### config.mk
export PLATFORM = sky130hd
export DESIGN_NAME = ckp_key_fields
export DESIGN_NICKNAME = d
export VERILOG_FILES = /design/src/ckp_tag_encode.v /design/src/ckp_key_fields.v
export VERILOG_INCLUDE_DIRS = /design/src
export SDC_FILE = /design/constraint.sdc
export NUM_CORES = 1
export LEC_CHECK = 0
export CORE_AREA = 2 2 161 163
export DETAILED_ROUTE_END_ITERATION = 7
export DIE_AREA = 0 0 163 165
export DONT_BUFFER_PORTS = 1
export PLACE_DENSITY_LB_ADDON = 0.25
export SYNTH_ARGS = -nofsm -noshare
export SYNTH_HDL_FRONTEND = slang
export SYNTH_SLANG_ARGS = --single-unit
### constraint.sdc
create_clock -name mclk -period 20.8 [get_ports mclk]
set_clock_uncertainty 0.2 [all_clocks]
set_input_delay 4.16 -clock mclk [delete_from_list [all_inputs] [get_ports mclk]]
set_output_delay 4.16 -clock mclk [all_outputs]
set_load 0.005 [all_outputs]
### src/ckp_consts.vh
// Constants for the classifier key port and tag field builder
// Operation
// - Ingress mask selector is two bits, zero when no special case applies.
// - Frames arriving from a loopback device get selector one.
// - Masqueraded frames get selector two when masquerade mask enable is set.
// - Host injected, virtual port or loopback frames get three, each separately enabled.
// - Several matching criteria resolve to the highest selector value.
// - Bitmap is 53 bits: physical, looped-on or masqueraded port by selector.
// - Selector three packs source flags, source port, pipeline point and action.
// - Multicast flag is set when destination MAC bit 40 is one.
// - Broadcast flag is set for the all-ones destination MAC.
// - Outer tag protocol code: 0 none, 1, 4, and 5 to 7 custom.
// - Outer priority, drop bit, VLAN ID from frame, or classified when enabled.
// - Untagged frames force the outer VLAN ID field to zero.
// - Second tag protocol uses the same codes, zero when absent.
// - Third tag protocol uses the same codes, zero when absent.
// - Second tag priority, drop bit and VLAN ID copied straight from frame.
// - Third tag priority, drop bit and VLAN ID copied straight from frame.
// - Wide key type is two bits: full, normal, five-tuple, second custom.
// - Lookup order bit is set for first lookup, cleared for second.
`ifndef CKP_CONSTS_VH
`define CKP_CONSTS_VH

// ----------------------------------------------------------------
// Register map (byte addresses)
// ----------------------------------------------------------------
`define CKP_REG_CTRL 6'h00
`define CKP_REG_CUST12 6'h04
`define CKP_REG_CUST3 6'h08
`define CKP_REG_STATUS 6'h0c

// ----------------------------------------------------------------
// Control fields and reset values
// ----------------------------------------------------------------
`define CKP_CTRL_MASQ 0
`define CKP_CTRL_HOST 1
`define CKP_CTRL_VPORT 2
`define CKP_CTRL_LBK3 3
`define CKP_CTRL_USECL 4
`define CKP_CTRL_W 5
`define CKP_CTRL_RST 5'h00
`define CKP_CUST1_RST 16'h0000
`define CKP_CUST2_RST 16'h0000
`define CKP_CUST3_RST 16'h0000

// ----------------------------------------------------------------
// Selector values and bitmap layout
// ----------------------------------------------------------------
`define CKP_SEL_DEFAULT 2'h0
`define CKP_SEL_LOOP 2'h1
`define CKP_SEL_MASQ 2'h2
`define CKP_SEL_SPECIAL 2'h3
`define CKP_MAP_W 53
`define CKP_MAP_SRC_LO 4
`define CKP_MAP_SRC_HI 9
`define CKP_MAP_PPT_LO 44
`define CKP_MAP_PPT_HI 48
`define CKP_MAP_PACT_LO 49
`define CKP_MAP_PACT_HI 51
`define CKP_MAP_RSVD 52
`define CKP_MC_BIT 40
`define CKP_BCAST_MAC 48'hffffffffffff

// ----------------------------------------------------------------
// Tag protocol values and codes
// ----------------------------------------------------------------
`define CKP_TPID_CTAG 16'h8100
`define CKP_TPID_STAG 16'h88a8
`define CKP_TC_NONE 3'h0
`define CKP_TC_CTAG 3'h1
`define CKP_TC_STAG 3'h4
`define CKP_TC_CUST1 3'h5
`define CKP_TC_CUST2 3'h6
`define CKP_TC_CUST3 3'h7

// ----------------------------------------------------------------
// Wide key types
// ----------------------------------------------------------------
`define CKP_KT_LL_FULL 2'h0
`define CKP_KT_NORMAL 2'h1
`define CKP_KT_FIVE_TUPLE 2'h2
`define CKP_KT_CUSTOM2 2'h3

`endif

### src/ckp_tag_encode.v
// Tag protocol identifier to key code encoder
`timescale 1ns/100ps
`include "ckp_consts.vh"
module ckp_tag_encode (
    tag_present,
    tag_tpid,
    custom1,
    custom2,
    custom3,
    tag_code
);
input wire tag_present;
input wire [15:0] tag_tpid;
input wire [15:0] custom1;
input wire [15:0] custom2;
input wire [15:0] custom3;
output reg [2:0] tag_code;

// Standard values win over an identical custom value
always @* begin
    tag_code = `CKP_TC_NONE;
    if (tag_present) begin
        if (tag_tpid == `CKP_TPID_CTAG) begin
            tag_code = `CKP_TC_CTAG;
        end else if (tag_tpid == `CKP_TPID_STAG) begin
            tag_code = `CKP_TC_STAG;
        end else if (tag_tpid == custom1) begin
            tag_code = `CKP_TC_CUST1;
        end else if (tag_tpid == custom2) begin
            tag_code = `CKP_TC_CUST2;
        end else if (tag_tpid == custom3) begin
            tag_code = `CKP_TC_CUST3;
        end
    end
end
endmodule // ckp_tag_encode

### src/ckp_key_fields.v
// Classifier wide key: ingress port mask and VLAN tag fields, AXI4-Lite config
`timescale 1ns/100ps
`include "ckp_consts.vh"
module ckp_key_fields #(
    parameter [5:0] HOST0_PORT = 6'h35,
    parameter [5:0] HOST1_PORT = 6'h36,
    parameter [5:0] VPORT0_PORT = 6'h37,
    parameter [5:0] VPORT1_PORT = 6'h38,
    parameter [2:0] MASQ_ACTION = 3'h1
) (
    mclk,
    reset,
    s_axi_awaddr,
    s_axi_awvalid,
    s_axi_awready,
    s_axi_wdata,
    s_axi_wstrb,
    s_axi_wvalid,
    s_axi_wready,
    s_axi_bresp,
    s_axi_bvalid,
    s_axi_bready,
    s_axi_araddr,
    s_axi_arvalid,
    s_axi_arready,
    s_axi_rdata,
    s_axi_rresp,
    s_axi_rvalid,
    s_axi_rready,
    frame_valid,
    host_injected,
    src_port,
    phys_src_port,
    loopback_device,
    loop_port,
    pipeline_point,
    pipeline_action,
    dmac,
    tag_present,
    tag_tpid,
    tag_tci,
    cl_priority,
    cl_drop_eligible,
    cl_vlan_id,
    key_type_in,
    first_lookup,
    key_valid,
    wide_key_type,
    lookup_first_flag,
    ingress_mask_selector,
    ingress_port_bitmap,
    dest_multicast_flag,
    dest_broadcast_flag,
    outer_tag_protocol,
    outer_tag_priority,
    outer_tag_drop_eligible,
    outer_vlan_id,
    second_tag_protocol,
    second_tag_priority,
    second_tag_drop_eligible,
    second_vlan_id,
    third_tag_protocol,
    third_tag_priority,
    third_tag_drop_eligible,
    third_vlan_id
);
input wire mclk;
input wire reset;
input wire [5:0] s_axi_awaddr;
input wire s_axi_awvalid;
output wire s_axi_awready;
input wire [31:0] s_axi_wdata;
input wire [3:0] s_axi_wstrb;
input wire s_axi_wvalid;
output wire s_axi_wready;
output reg [1:0] s_axi_bresp;
output reg s_axi_bvalid;
input wire s_axi_bready;
input wire [5:0] s_axi_araddr;
input wire s_axi_arvalid;
output wire s_axi_arready;
output reg [31:0] s_axi_rdata;
output reg [1:0] s_axi_rresp;
output reg s_axi_rvalid;
input wire s_axi_rready;
input wire frame_valid;
input wire host_injected;
input wire [5:0] src_port;
input wire [5:0] phys_src_port;
input wire loopback_device;
input wire [5:0] loop_port;
input wire [4:0] pipeline_point;
input wire [2:0] pipeline_action;
input wire [47:0] dmac;
input wire [2:0] tag_present;
input wire [47:0] tag_tpid;
input wire [47:0] tag_tci;
input wire [2:0] cl_priority;
input wire cl_drop_eligible;
input wire [11:0] cl_vlan_id;
input wire [1:0] key_type_in;
input wire first_lookup;
output reg key_valid;
output reg [1:0] wide_key_type;
output reg lookup_first_flag;
output reg [1:0] ingress_mask_selector;
output reg [52:0] ingress_port_bitmap;
output reg dest_multicast_flag;
output reg dest_broadcast_flag;
output reg [2:0] outer_tag_protocol;
output reg [2:0] outer_tag_priority;
output reg outer_tag_drop_eligible;
output reg [11:0] outer_vlan_id;
output reg [2:0] second_tag_protocol;
output reg [2:0] second_tag_priority;
output reg second_tag_drop_eligible;
output reg [11:0] second_vlan_id;
output reg [2:0] third_tag_protocol;
output reg [2:0] third_tag_priority;
output reg third_tag_drop_eligible;
output reg [11:0] third_vlan_id;

// ----------------------------------------------------------------
// Configuration registers
// ----------------------------------------------------------------
reg [4:0] ctrl_r;
reg [15:0] cust1_r;
reg [15:0] cust2_r;
reg [15:0] cust3_r;
reg [15:0] key_count_r;
reg aw_held_r;
reg w_held_r;
reg [5:0] aw_addr_r;
reg [31:0] w_data_r;
reg [3:0] w_strb_r;
wire wr_fire;
wire [31:0] wmask;

assign s_axi_awready = !aw_held_r && !s_axi_bvalid;
assign s_axi_wready = !w_held_r && !s_axi_bvalid;
assign s_axi_arready = !s_axi_rvalid;
assign wr_fire = aw_held_r && w_held_r;
assign wmask = {{8{w_strb_r[3]}}, {8{w_strb_r[2]}}, {8{w_strb_r[1]}}, {8{w_strb_r[0]}}};

// Address and data are latched separately so either may come first
always @(posedge mclk or posedge reset) begin
    if (reset) begin
        aw_held_r <= 1'b0;
        w_held_r <= 1'b0;
        aw_addr_r <= 6'h00;
        w_data_r <= 32'h00000000;
        w_strb_r <= 4'h0;
        s_axi_bvalid <= 1'b0;
        s_axi_bresp <= 2'h0;
        ctrl_r <= `CKP_CTRL_RST;
        cust1_r <= `CKP_CUST1_RST;
        cust2_r <= `CKP_CUST2_RST;
        cust3_r <= `CKP_CUST3_RST;
    end else begin
        if (s_axi_awvalid && s_axi_awready) begin
            aw_held_r <= 1'b1;
            aw_addr_r <= s_axi_awaddr;
        end
        if (s_axi_wvalid && s_axi_wready) begin
            w_held_r <= 1'b1;
            w_data_r <= s_axi_wdata;
            w_strb_r <= s_axi_wstrb;
        end
        if (wr_fire) begin
            aw_held_r <= 1'b0;
            w_held_r <= 1'b0;
            s_axi_bvalid <= 1'b1;
            s_axi_bresp <= 2'h0;
            case ({aw_addr_r[5:2], 2'h0})
                `CKP_REG_CTRL: begin
                    ctrl_r <= (ctrl_r & ~wmask[4:0]) | (w_data_r[4:0] & wmask[4:0]);
                end
                `CKP_REG_CUST12: begin
                    cust1_r <= (cust1_r & ~wmask[15:0]) | (w_data_r[15:0] & wmask[15:0]);
                    cust2_r <= (cust2_r & ~wmask[31:16]) | (w_data_r[31:16] & wmask[31:16]);
                end
                `CKP_REG_CUST3: begin
                    cust3_r <= (cust3_r & ~wmask[15:0]) | (w_data_r[15:0] & wmask[15:0]);
                end
                `CKP_REG_STATUS: begin
                    s_axi_bresp <= 2'h0;
                end
                default: begin
                    s_axi_bresp <= 2'h2;
                end
            endcase
        end else if (s_axi_bvalid && s_axi_bready) begin
            s_axi_bvalid <= 1'b0;
        end
    end
end

// Status: last selector and a wrapping count of built keys
always @(posedge mclk or posedge reset) begin
    if (reset) begin
        s_axi_rvalid <= 1'b0;
        s_axi_rdata <= 32'h00000000;
        s_axi_rresp <= 2'h0;
    end else if (s_axi_arvalid && s_axi_arready) begin
        s_axi_rvalid <= 1'b1;
        s_axi_rresp <= 2'h0;
        case ({s_axi_araddr[5:2], 2'h0})
            `CKP_REG_CTRL: s_axi_rdata <= {27'h0, ctrl_r};
            `CKP_REG_CUST12: s_axi_rdata <= {cust2_r, cust1_r};
            `CKP_REG_CUST3: s_axi_rdata <= {16'h0000, cust3_r};
            `CKP_REG_STATUS: s_axi_rdata <= {key_count_r, 14'h0, ingress_mask_selector};
            default: begin
                s_axi_rdata <= 32'h00000000;
                s_axi_rresp <= 2'h2;
            end
        endcase
    end else if (s_axi_rvalid && s_axi_rready) begin
        s_axi_rvalid <= 1'b0;
    end
end

// ----------------------------------------------------------------
// Ingress mask selector and bitmap
// ----------------------------------------------------------------
function [52:0] port_onehot;
    input [5:0] port;
    begin
        // Ports beyond the mask width give an empty mask
        if (port < 6'h35) begin
            port_onehot = {52'h0000000000000, 1'b1} << port;
        end else begin
            port_onehot = 53'h0;
        end
    end
endfunction

wire is_masq;
wire is_vport;
wire sel3_hit;
reg [1:0] sel_nxt;
reg [52:0] map_nxt;

assign is_masq = (host_injected && (src_port != phys_src_port)) || (pipeline_action == MASQ_ACTION);
assign is_vport = (phys_src_port == VPORT0_PORT) || (phys_src_port == VPORT1_PORT);
assign sel3_hit = (host_injected && ctrl_r[`CKP_CTRL_HOST]) ||
    (is_vport && ctrl_r[`CKP_CTRL_VPORT]) ||
    (loopback_device && ctrl_r[`CKP_CTRL_LBK3]);

always @* begin
    sel_nxt = `CKP_SEL_DEFAULT;
    if (sel3_hit) begin
        sel_nxt = `CKP_SEL_SPECIAL;
    end else if (is_masq && ctrl_r[`CKP_CTRL_MASQ]) begin
        sel_nxt = `CKP_SEL_MASQ;
    end else if (loopback_device) begin
        sel_nxt = `CKP_SEL_LOOP;
    end
end

always @* begin
    map_nxt = 53'h0;
    case (sel_nxt)
        `CKP_SEL_DEFAULT: map_nxt = port_onehot(phys_src_port);
        `CKP_SEL_LOOP: map_nxt = port_onehot(loop_port);
        `CKP_SEL_MASQ: map_nxt = port_onehot(src_port);
        `CKP_SEL_SPECIAL: begin
            map_nxt[0] = (phys_src_port == HOST0_PORT);
            map_nxt[1] = (phys_src_port == HOST1_PORT);
            map_nxt[2] = (phys_src_port == VPORT0_PORT);
            map_nxt[3] = (phys_src_port == VPORT1_PORT);
            map_nxt[`CKP_MAP_SRC_HI:`CKP_MAP_SRC_LO] = src_port;
            map_nxt[`CKP_MAP_PPT_HI:`CKP_MAP_PPT_LO] = pipeline_point;
            map_nxt[`CKP_MAP_PACT_HI:`CKP_MAP_PACT_LO] = pipeline_action;
            map_nxt[`CKP_MAP_RSVD] = 1'b0;
        end
        default: map_nxt = 53'h0;
    endcase
end

// ----------------------------------------------------------------
// Tag protocol encoders
// ----------------------------------------------------------------
wire [8:0] tag_code;
genvar gi;
generate
    for (gi = 0; gi < 3; gi = gi + 1) begin : g_tag
        ckp_tag_encode u_enc (
            .tag_present(tag_present[gi]),
            .tag_tpid(tag_tpid[16*gi+15:16*gi]),
            .custom1(cust1_r),
            .custom2(cust2_r),
            .custom3(cust3_r),
            .tag_code(tag_code[3*gi+2:3*gi])
        );
    end
endgenerate

// ----------------------------------------------------------------
// Key output stage
// ----------------------------------------------------------------
// Fields update only with a frame so the engine sees a stable key
always @(posedge mclk or posedge reset) begin
    if (reset) begin
        key_valid <= 1'b0;
        key_count_r <= 16'h0000;
        wide_key_type <= `CKP_KT_LL_FULL;
        lookup_first_flag <= 1'b0;
        ingress_mask_selector <= `CKP_SEL_DEFAULT;
        ingress_port_bitmap <= 53'h0;
        dest_multicast_flag <= 1'b0;
        dest_broadcast_flag <= 1'b0;
        outer_tag_protocol <= `CKP_TC_NONE;
        outer_tag_priority <= 3'h0;
        outer_tag_drop_eligible <= 1'b0;
        outer_vlan_id <= 12'h000;
        second_tag_protocol <= `CKP_TC_NONE;
        second_tag_priority <= 3'h0;
        second_tag_drop_eligible <= 1'b0;
        second_vlan_id <= 12'h000;
        third_tag_protocol <= `CKP_TC_NONE;
        third_tag_priority <= 3'h0;
        third_tag_drop_eligible <= 1'b0;
        third_vlan_id <= 12'h000;
    end else begin
        key_valid <= frame_valid;
        if (frame_valid) begin
            key_count_r <= key_count_r + 16'h0001;
            wide_key_type <= key_type_in;
            lookup_first_flag <= first_lookup;
            ingress_mask_selector <= sel_nxt;
            ingress_port_bitmap <= map_nxt;
            dest_multicast_flag <= dmac[`CKP_MC_BIT];
            dest_broadcast_flag <= (dmac == `CKP_BCAST_MAC);
            outer_tag_protocol <= tag_code[2:0];
            if (ctrl_r[`CKP_CTRL_USECL]) begin
                outer_tag_priority <= cl_priority;
                outer_tag_drop_eligible <= cl_drop_eligible;
                outer_vlan_id <= cl_vlan_id;
            end else begin
                outer_tag_priority <= tag_tci[15:13];
                outer_tag_drop_eligible <= tag_tci[12];
                outer_vlan_id <= tag_tci[11:0];
            end
            if (!tag_present[0]) begin
                outer_vlan_id <= 12'h000;
            end
            second_tag_protocol <= tag_code[5:3];
            second_tag_priority <= tag_tci[31:29];
            second_tag_drop_eligible <= tag_tci[28];
            second_vlan_id <= tag_tci[27:16];
            third_tag_protocol <= tag_code[8:6];
            third_tag_priority <= tag_tci[47:45];
            third_tag_drop_eligible <= tag_tci[44];
            third_vlan_id <= tag_tci[43:32];
        end
    end
end
endmodule // ckp_key_fields

==> results of run 1 <==
-- report_power, final --
group	leakage, µW	internal (µW)	switching, µW
Sequential	0.00342	640	212
Combinational	0.00215	228	170
Clock	0.000454	291	204
-- area by class of cell --
cell class | instances | area (µm²)
Fill cell | 2096 | 9770
Multi-Input combinational cell | 974 | 7150
Sequential cell | 265 | 6630
Clock buffer | 37 | 795
Tap cell | 330 | 413
Clock inverter | 11 | 119
Inverter | 21 | 86.3
Timing Repair Buffer | 7 | 65.1
-- critical path: stages --
cell	delay, ps
nor3b_1	280
o21ai_0	210
a21oi_4	600
buf_4	410
mux2_2	380
a221o_1	330
-- layer usage --
layer | GRT usage | up-vias | wire [µm]
met3 | 0.0866 | 83 | 4520
met1 | 0.449 | 5378 | 18400
met2 | 0.477 | 597 | 19400
met4 | 0.0981 | 2 | 1290
met5 | 0 | - | 13
li1 | - | 4808 | -
-- stage by stage --
stage / utilization / instances / cell area, µm² / hold WS [ps] / setup slack [ps]
after floorplan: - / 1352 / 14300 / 242 / 9140
after global placement: 0.573 / 1597 / 14300 / 264 / 14160
after detailed placement: 0.573 / 1597 / 14300 / 261 / 14120
after CTS: 0.610 / 1645 / 15300 / 278 / 14680
after global routing: 0.610 / 1645 / 15300 / 292 / 14550
final: 0.610 / 1645 / 15300 / 279 / 14660
-- final timing paths --
check                                                 start                                   end  slack (ps)  cells past startpoint
worst max-delay path                     pipeline_action[1]    ingress_port_bitmap[0]$_DFFE_PP0P_       14660                      6
worst min-delay path            key_count_r[15]$_DFFE_PP0P_           key_count_r[15]$_DFFE_PP0P_         280                      1
worst max register to register                    flip-flop   ingress_port_bitmap[39]$_DFFE_PP0P_       18080                      4
worst min register to register  key_count_r[15]$_DFFE_PP0P_           key_count_r[15]$_DFFE_PP0P_         280                      1
max in group asynchronous                             reset  ingress_mask_selector[0]$_DFFE_PP0P_       15610                      2
min in group asynchronous                             reset   ingress_port_bitmap[13]$_DFFE_PP0P_        3370                      1
-- cells by family after synthesis --
kind of cell / Yosys count / synth area share
flip-flops: 265 / 0.464
adder cells (fa/ha/maj): 1 / 0.000876
buffers and inverters: 113 / 0.0358
multiplexers: 182 / 0.139
other: 1 / 0.000263
AND/OR/NAND/NOR: 375 / 0.137
AO/OA/AOI/OAI: 249 / 0.122
XOR/XNOR: 165 / 0.101
-- cell usage in the layout, fill, tap and decap left out, types with 7 or more instances in the layout --
| cell type | netlist | routed |
|---|---|---|
| a21oi_1 | 27 | 27 |
| a22oi_1 | 27 | 27 |
| a2bb2oi_1 | 7 | 7 |
| clkbuf_16 | 0 | 28 |
| clkinv_2 | 0 | 7 |
| dfrtp_1 | 265 | 265 |
| inv_1 | 21 | 19 |
| mux2_2 | 134 | 134 |
| mux2i_1 | 48 | 48 |
| nand2_1 | 94 | 94 |
| nand2b_1 | 10 | 10 |
| nand3_1 | 34 | 34 |
| nand3b_1 | 12 | 12 |
| nand4_1 | 47 | 47 |
| nor2_1 | 76 | 76 |
| nor2b_1 | 11 | 11 |
| nor3_1 | 18 | 18 |
| nor4_1 | 27 | 27 |
| o21ai_0 | 60 | 60 |
| o221ai_1 | 18 | 18 |
| o22ai_1 | 41 | 41 |
| o2bb2ai_1 | 24 | 24 |
| or3_1 | 7 | 7 |
| xnor2_1 | 107 | 107 |
| xor2_1 | 58 | 58 |
==> out/qor.csv, run 1 <==
metric,value,unit
hp-class,flip-flop to flip-flop,
drv_cap,0,
wl_per_cell,26.5,µm
peakVddDrop,0.132,mV
synth_top_flop_cell,dfrtp_1,
clkSlewWorstSetupHoldPaths,60,ps
crit_fanout,19,
die_area,26900,µm²
cts_hold_buf,0,
power.density,114,nW/µm²
ys_seq_area_frac,0.464,
floorplan.initialDensity,0.571,
grt_use_total,0.317,
ys_ff_latch,265,
wl,43500,µm
postCtsSetupBuffers,0,
synth_top_area_cell,dfrtp_1,
slew_headroom,0.192,
dp_hpwl,32500,µm
path_class,input port to flip-flop,
hold_violations,0,
finalCritPeriodShare,0.295,
fin_tns_setup,0,ps
rsz0062_at_grt,false,
leakage,0.00603,µW
synth_edf_count,0,
setup_violations,0,
io_buffers,0,
grt_max_degree,171,
drtIter0Drc,1250,
place_congestion,0.955,
yosys-top-cells-count,"dfrtp_1, mux2_2, xnor2_1, nand2_1, nor2_1",
postSynthCellCount,1351,
clock_sinks,265,
first_pass_iters,5,
avgSynthCellArea,10.6,µm²
worst_setup_path_end_kind,flip-flop,
ctsResizeCount,0,
ant_nets,0,
worstPathArrival,6380,ps
clkLatencyLatePin,550,ps
io_pins,409,
antenna_found_initial,1,
synth_top_area_frac,0.464,
first_global_vias,10700,
yosys-top-cells-area,"dfrtp_1, mux2_2, xnor2_1, xor2_1, mux2i_1",
diodes,0,
num_rows,58,
clk_path_buf_depth,3,
synth_most_common_cell,dfrtp_1,
syn-cell-area,14300,µm²
grt_remaining_overflow,0,
ys_types,68,
cts-root-buf,clkbuf_16,
via_per_inst,6.61,
area_growth_syn_to_layout,6.84,%
drc,0,
required,21030,ps
maxSlewViolCount,0,
core_area,25000,µm²
cts_made_buffers,28,
yosysWarnings,0,
drive_above_1_share,0.157,
die_y,165,µm
status,completed,
vias,10900,
grt_pass1_wl,65000,µm
max_clock_freq,163,MHz
nets,1548,
async_flop_share,1.00,
worst_pin_slew,1210,ps
cts_tree,built,
worstSetupStartpointType,input port,
htree_num_levels,1,
die_x,163,µm
fin_crit,6140,ps
p_total,1750,µW
Note: power is estimated with default switching activity, not from simulation.
==> run 2, diff against run 1 <==
- CORE_AREA: 2 2 161 163 -> 2 2 157 159
- DIE_AREA: 0 0 163 165 -> 0 0 159 161
- clock period: 20.8 -> 6.15 ns (I/O delays scaled with it)
==> run 2 against run 1 <==
  * Non-clock buffer count is 3 higher
  * Worst setup slack worse by 12000 ps
  * Clock power rose to 3.8 times the previous value
  * Power grew to 3.5 times the previous value
  * Critical endpoint unchanged
  * Highest routed layer unchanged
==> out/qor.csv, run 2 (synthesis gave the netlist of run 1 again) <==
metric,value,unit
leakage,0.00608,µW
cts_hold_buf,0,
path_class,input port to flip-flop,
required,6360,ps
final_cell_mix,"dfrtp_1, mux2_2, xnor2_1",
cts_made_buffers,27,
core_area,24000,µm²
p_total,6110,µW
cts_tree,built,
finalCritPeriodShare,0.527,
place_congestion,0.971,
power.density,397,nW/µm²
setup_violations,0,
die_x,159,µm
routed.top_layer,met5,
dr_wl_met3,4720,µm
clkSlewWorstSetupHoldPaths,60,ps
ant_nets,0,
clk_path_buf_depth,3,
drive_above_1_share,0.161,
floorplan.initialDensity,0.596,
rsz0062_at_grt,false,
ctsResizeCount,0,
final_common_cell,dfrtp_1,
status,completed,
die_area,25600,µm²
first_pass_iters,5,
maxSlewViolCount,0,
path_cells,"nor3b_1, o21ai_0, a21oi_4, buf_4, mux2_2, a221o_1",
drc,0,
crit_fanout,21,
max_clock_freq,309,MHz
worst_setup_path_end_kind,flip-flop,
multi_input_area,7150,µm²
holdWs,295,ps
wl_per_cell,26.6,µm
wl_met2,19200,µm
grt_max_degree,139,
grt_pass1_wl,66800,µm
io_pins,409,
drtIter0Drc,1250,
antenna_found_initial,5,
grt_remaining_overflow,0,
fillers,1960,
drv_cap,0,
first_global_vias,11000,
io_buffers,0,
fin_tns_setup,0,ps
ff_latch_area,6630,µm²
area_growth_syn_to_layout,7.69,%
worstSetupStartpointType,input port,
htree_num_levels,1,
final_util,0.642,
slew_headroom,0.195,
dp_hpwl,32300,µm
clock_sinks,265,
wl_met1,18600,µm
hold_violations,0,
worstPathArrival,3450,ps
via_per_inst,6.76,
grt_use_total,0.337,
crit_slowest_cell,a21oi_4,
peakVddDrop,0.382,mV
cts-root-buf,clkbuf_16,
slowest_delay,570,ps
die_y,161,µm
worst_pin_slew,1200,ps
hp-class,flip-flop to flip-flop,
vias,11100,
fin_crit,3240,ps
nets,1550,
num_rows,57,
clkLatencyLatePin,550,ps
postCtsSetupBuffers,0,
wl,43800,µm
run 2: cell count changes in the layout (fill, tap and decap cells not counted):
cell | before | now
inv_6 | 0 | 2
inv_8 | 1 | 0
bufinv_16 | 2 | 7
clkbuf_1 | 3 | 1
clkinv_2 | 7 | 4
clkinvlp_4 | 1 | 5
clkinv_4 | 0 | 1
clkbuf_8 | 6 | 4
clkinv_8 | 1 | 0
diode_2 | 0 | 1
buf_4 | 6 | 9
clkbuf_16 | 28 | 27
run 2: worst paths after layout:
kind,start,to,slack (ps),cells past startpoint
worst min-delay path,key_count_r[15]$_DFFE_PP0P_,key_count_r[15]$_DFFE_PP0P_,290,1
max in group asynchronous,reset,asynchronous set/reset pin,4100,2
worst min register to register,key_count_r[15]$_DFFE_PP0P_,key_count_r[15]$_DFFE_PP0P_,290,1
min in group asynchronous,reset,s_axi_rresp[1]$_DFFE_PP0P_,380,1
worst max register to register,flip-flop,ingress_port_bitmap[42]$_DFFE_PP0P_,3430,4
worst max-delay path,pipeline_action[1],ingress_port_bitmap[0]$_DFFE_PP0P_,2910,6
run 2: per-stage QoR:
stage / instances / setup slack, ps / cell area (µm²)
2_1_floorplan: 1352 / 1220 / 14300
3_3_place_gp: 1594 / 2470 / 14400
3_5_place_dp: 1594 / 2420 / 14400
4_1_cts: 1644 / 2970 / 15400
5_1_grt: 1644 / 2830 / 15400
6_report: 1645 / 2910 / 15400
run 2: worst max-delay path, delay by kind of cell:
family,cells,cell delay [ps]
muxes,1,370
buffers and inverters,1,430
AOI/OAI and AO/OA,3,1110
and+or+nand+nor,1,290
run 2: layout make-up:
cell class | instances | area share
flip-flops and latches | 265 | 0.431
inverters | 21 | 0.00537
diodes | 1 | 0.000163
well taps | 324 | 0.0264
repair buffers | 10 | 0.00569
clock inverters | 18 | 0.0186
multi-input cells | 974 | 0.465
clock buffers | 32 | 0.0477
run 2: per-layer routing:
layer / vias up / global-route usage
met1: 5572 / 0.481
met2: 636 / 0.503
met5: - / 0
met3: 92 / 0.0981
met4: 8 / 0.0996
li1: 4805 / -
run 2: power breakdown:
part | switching, µW | internal (µW) | total (µW)
combinational | 612 | 772 | 1380
sequential | 696 | 2160 | 2860
clock | 710 | 1150 | 1860
total | 2020 | 4090 | 6110
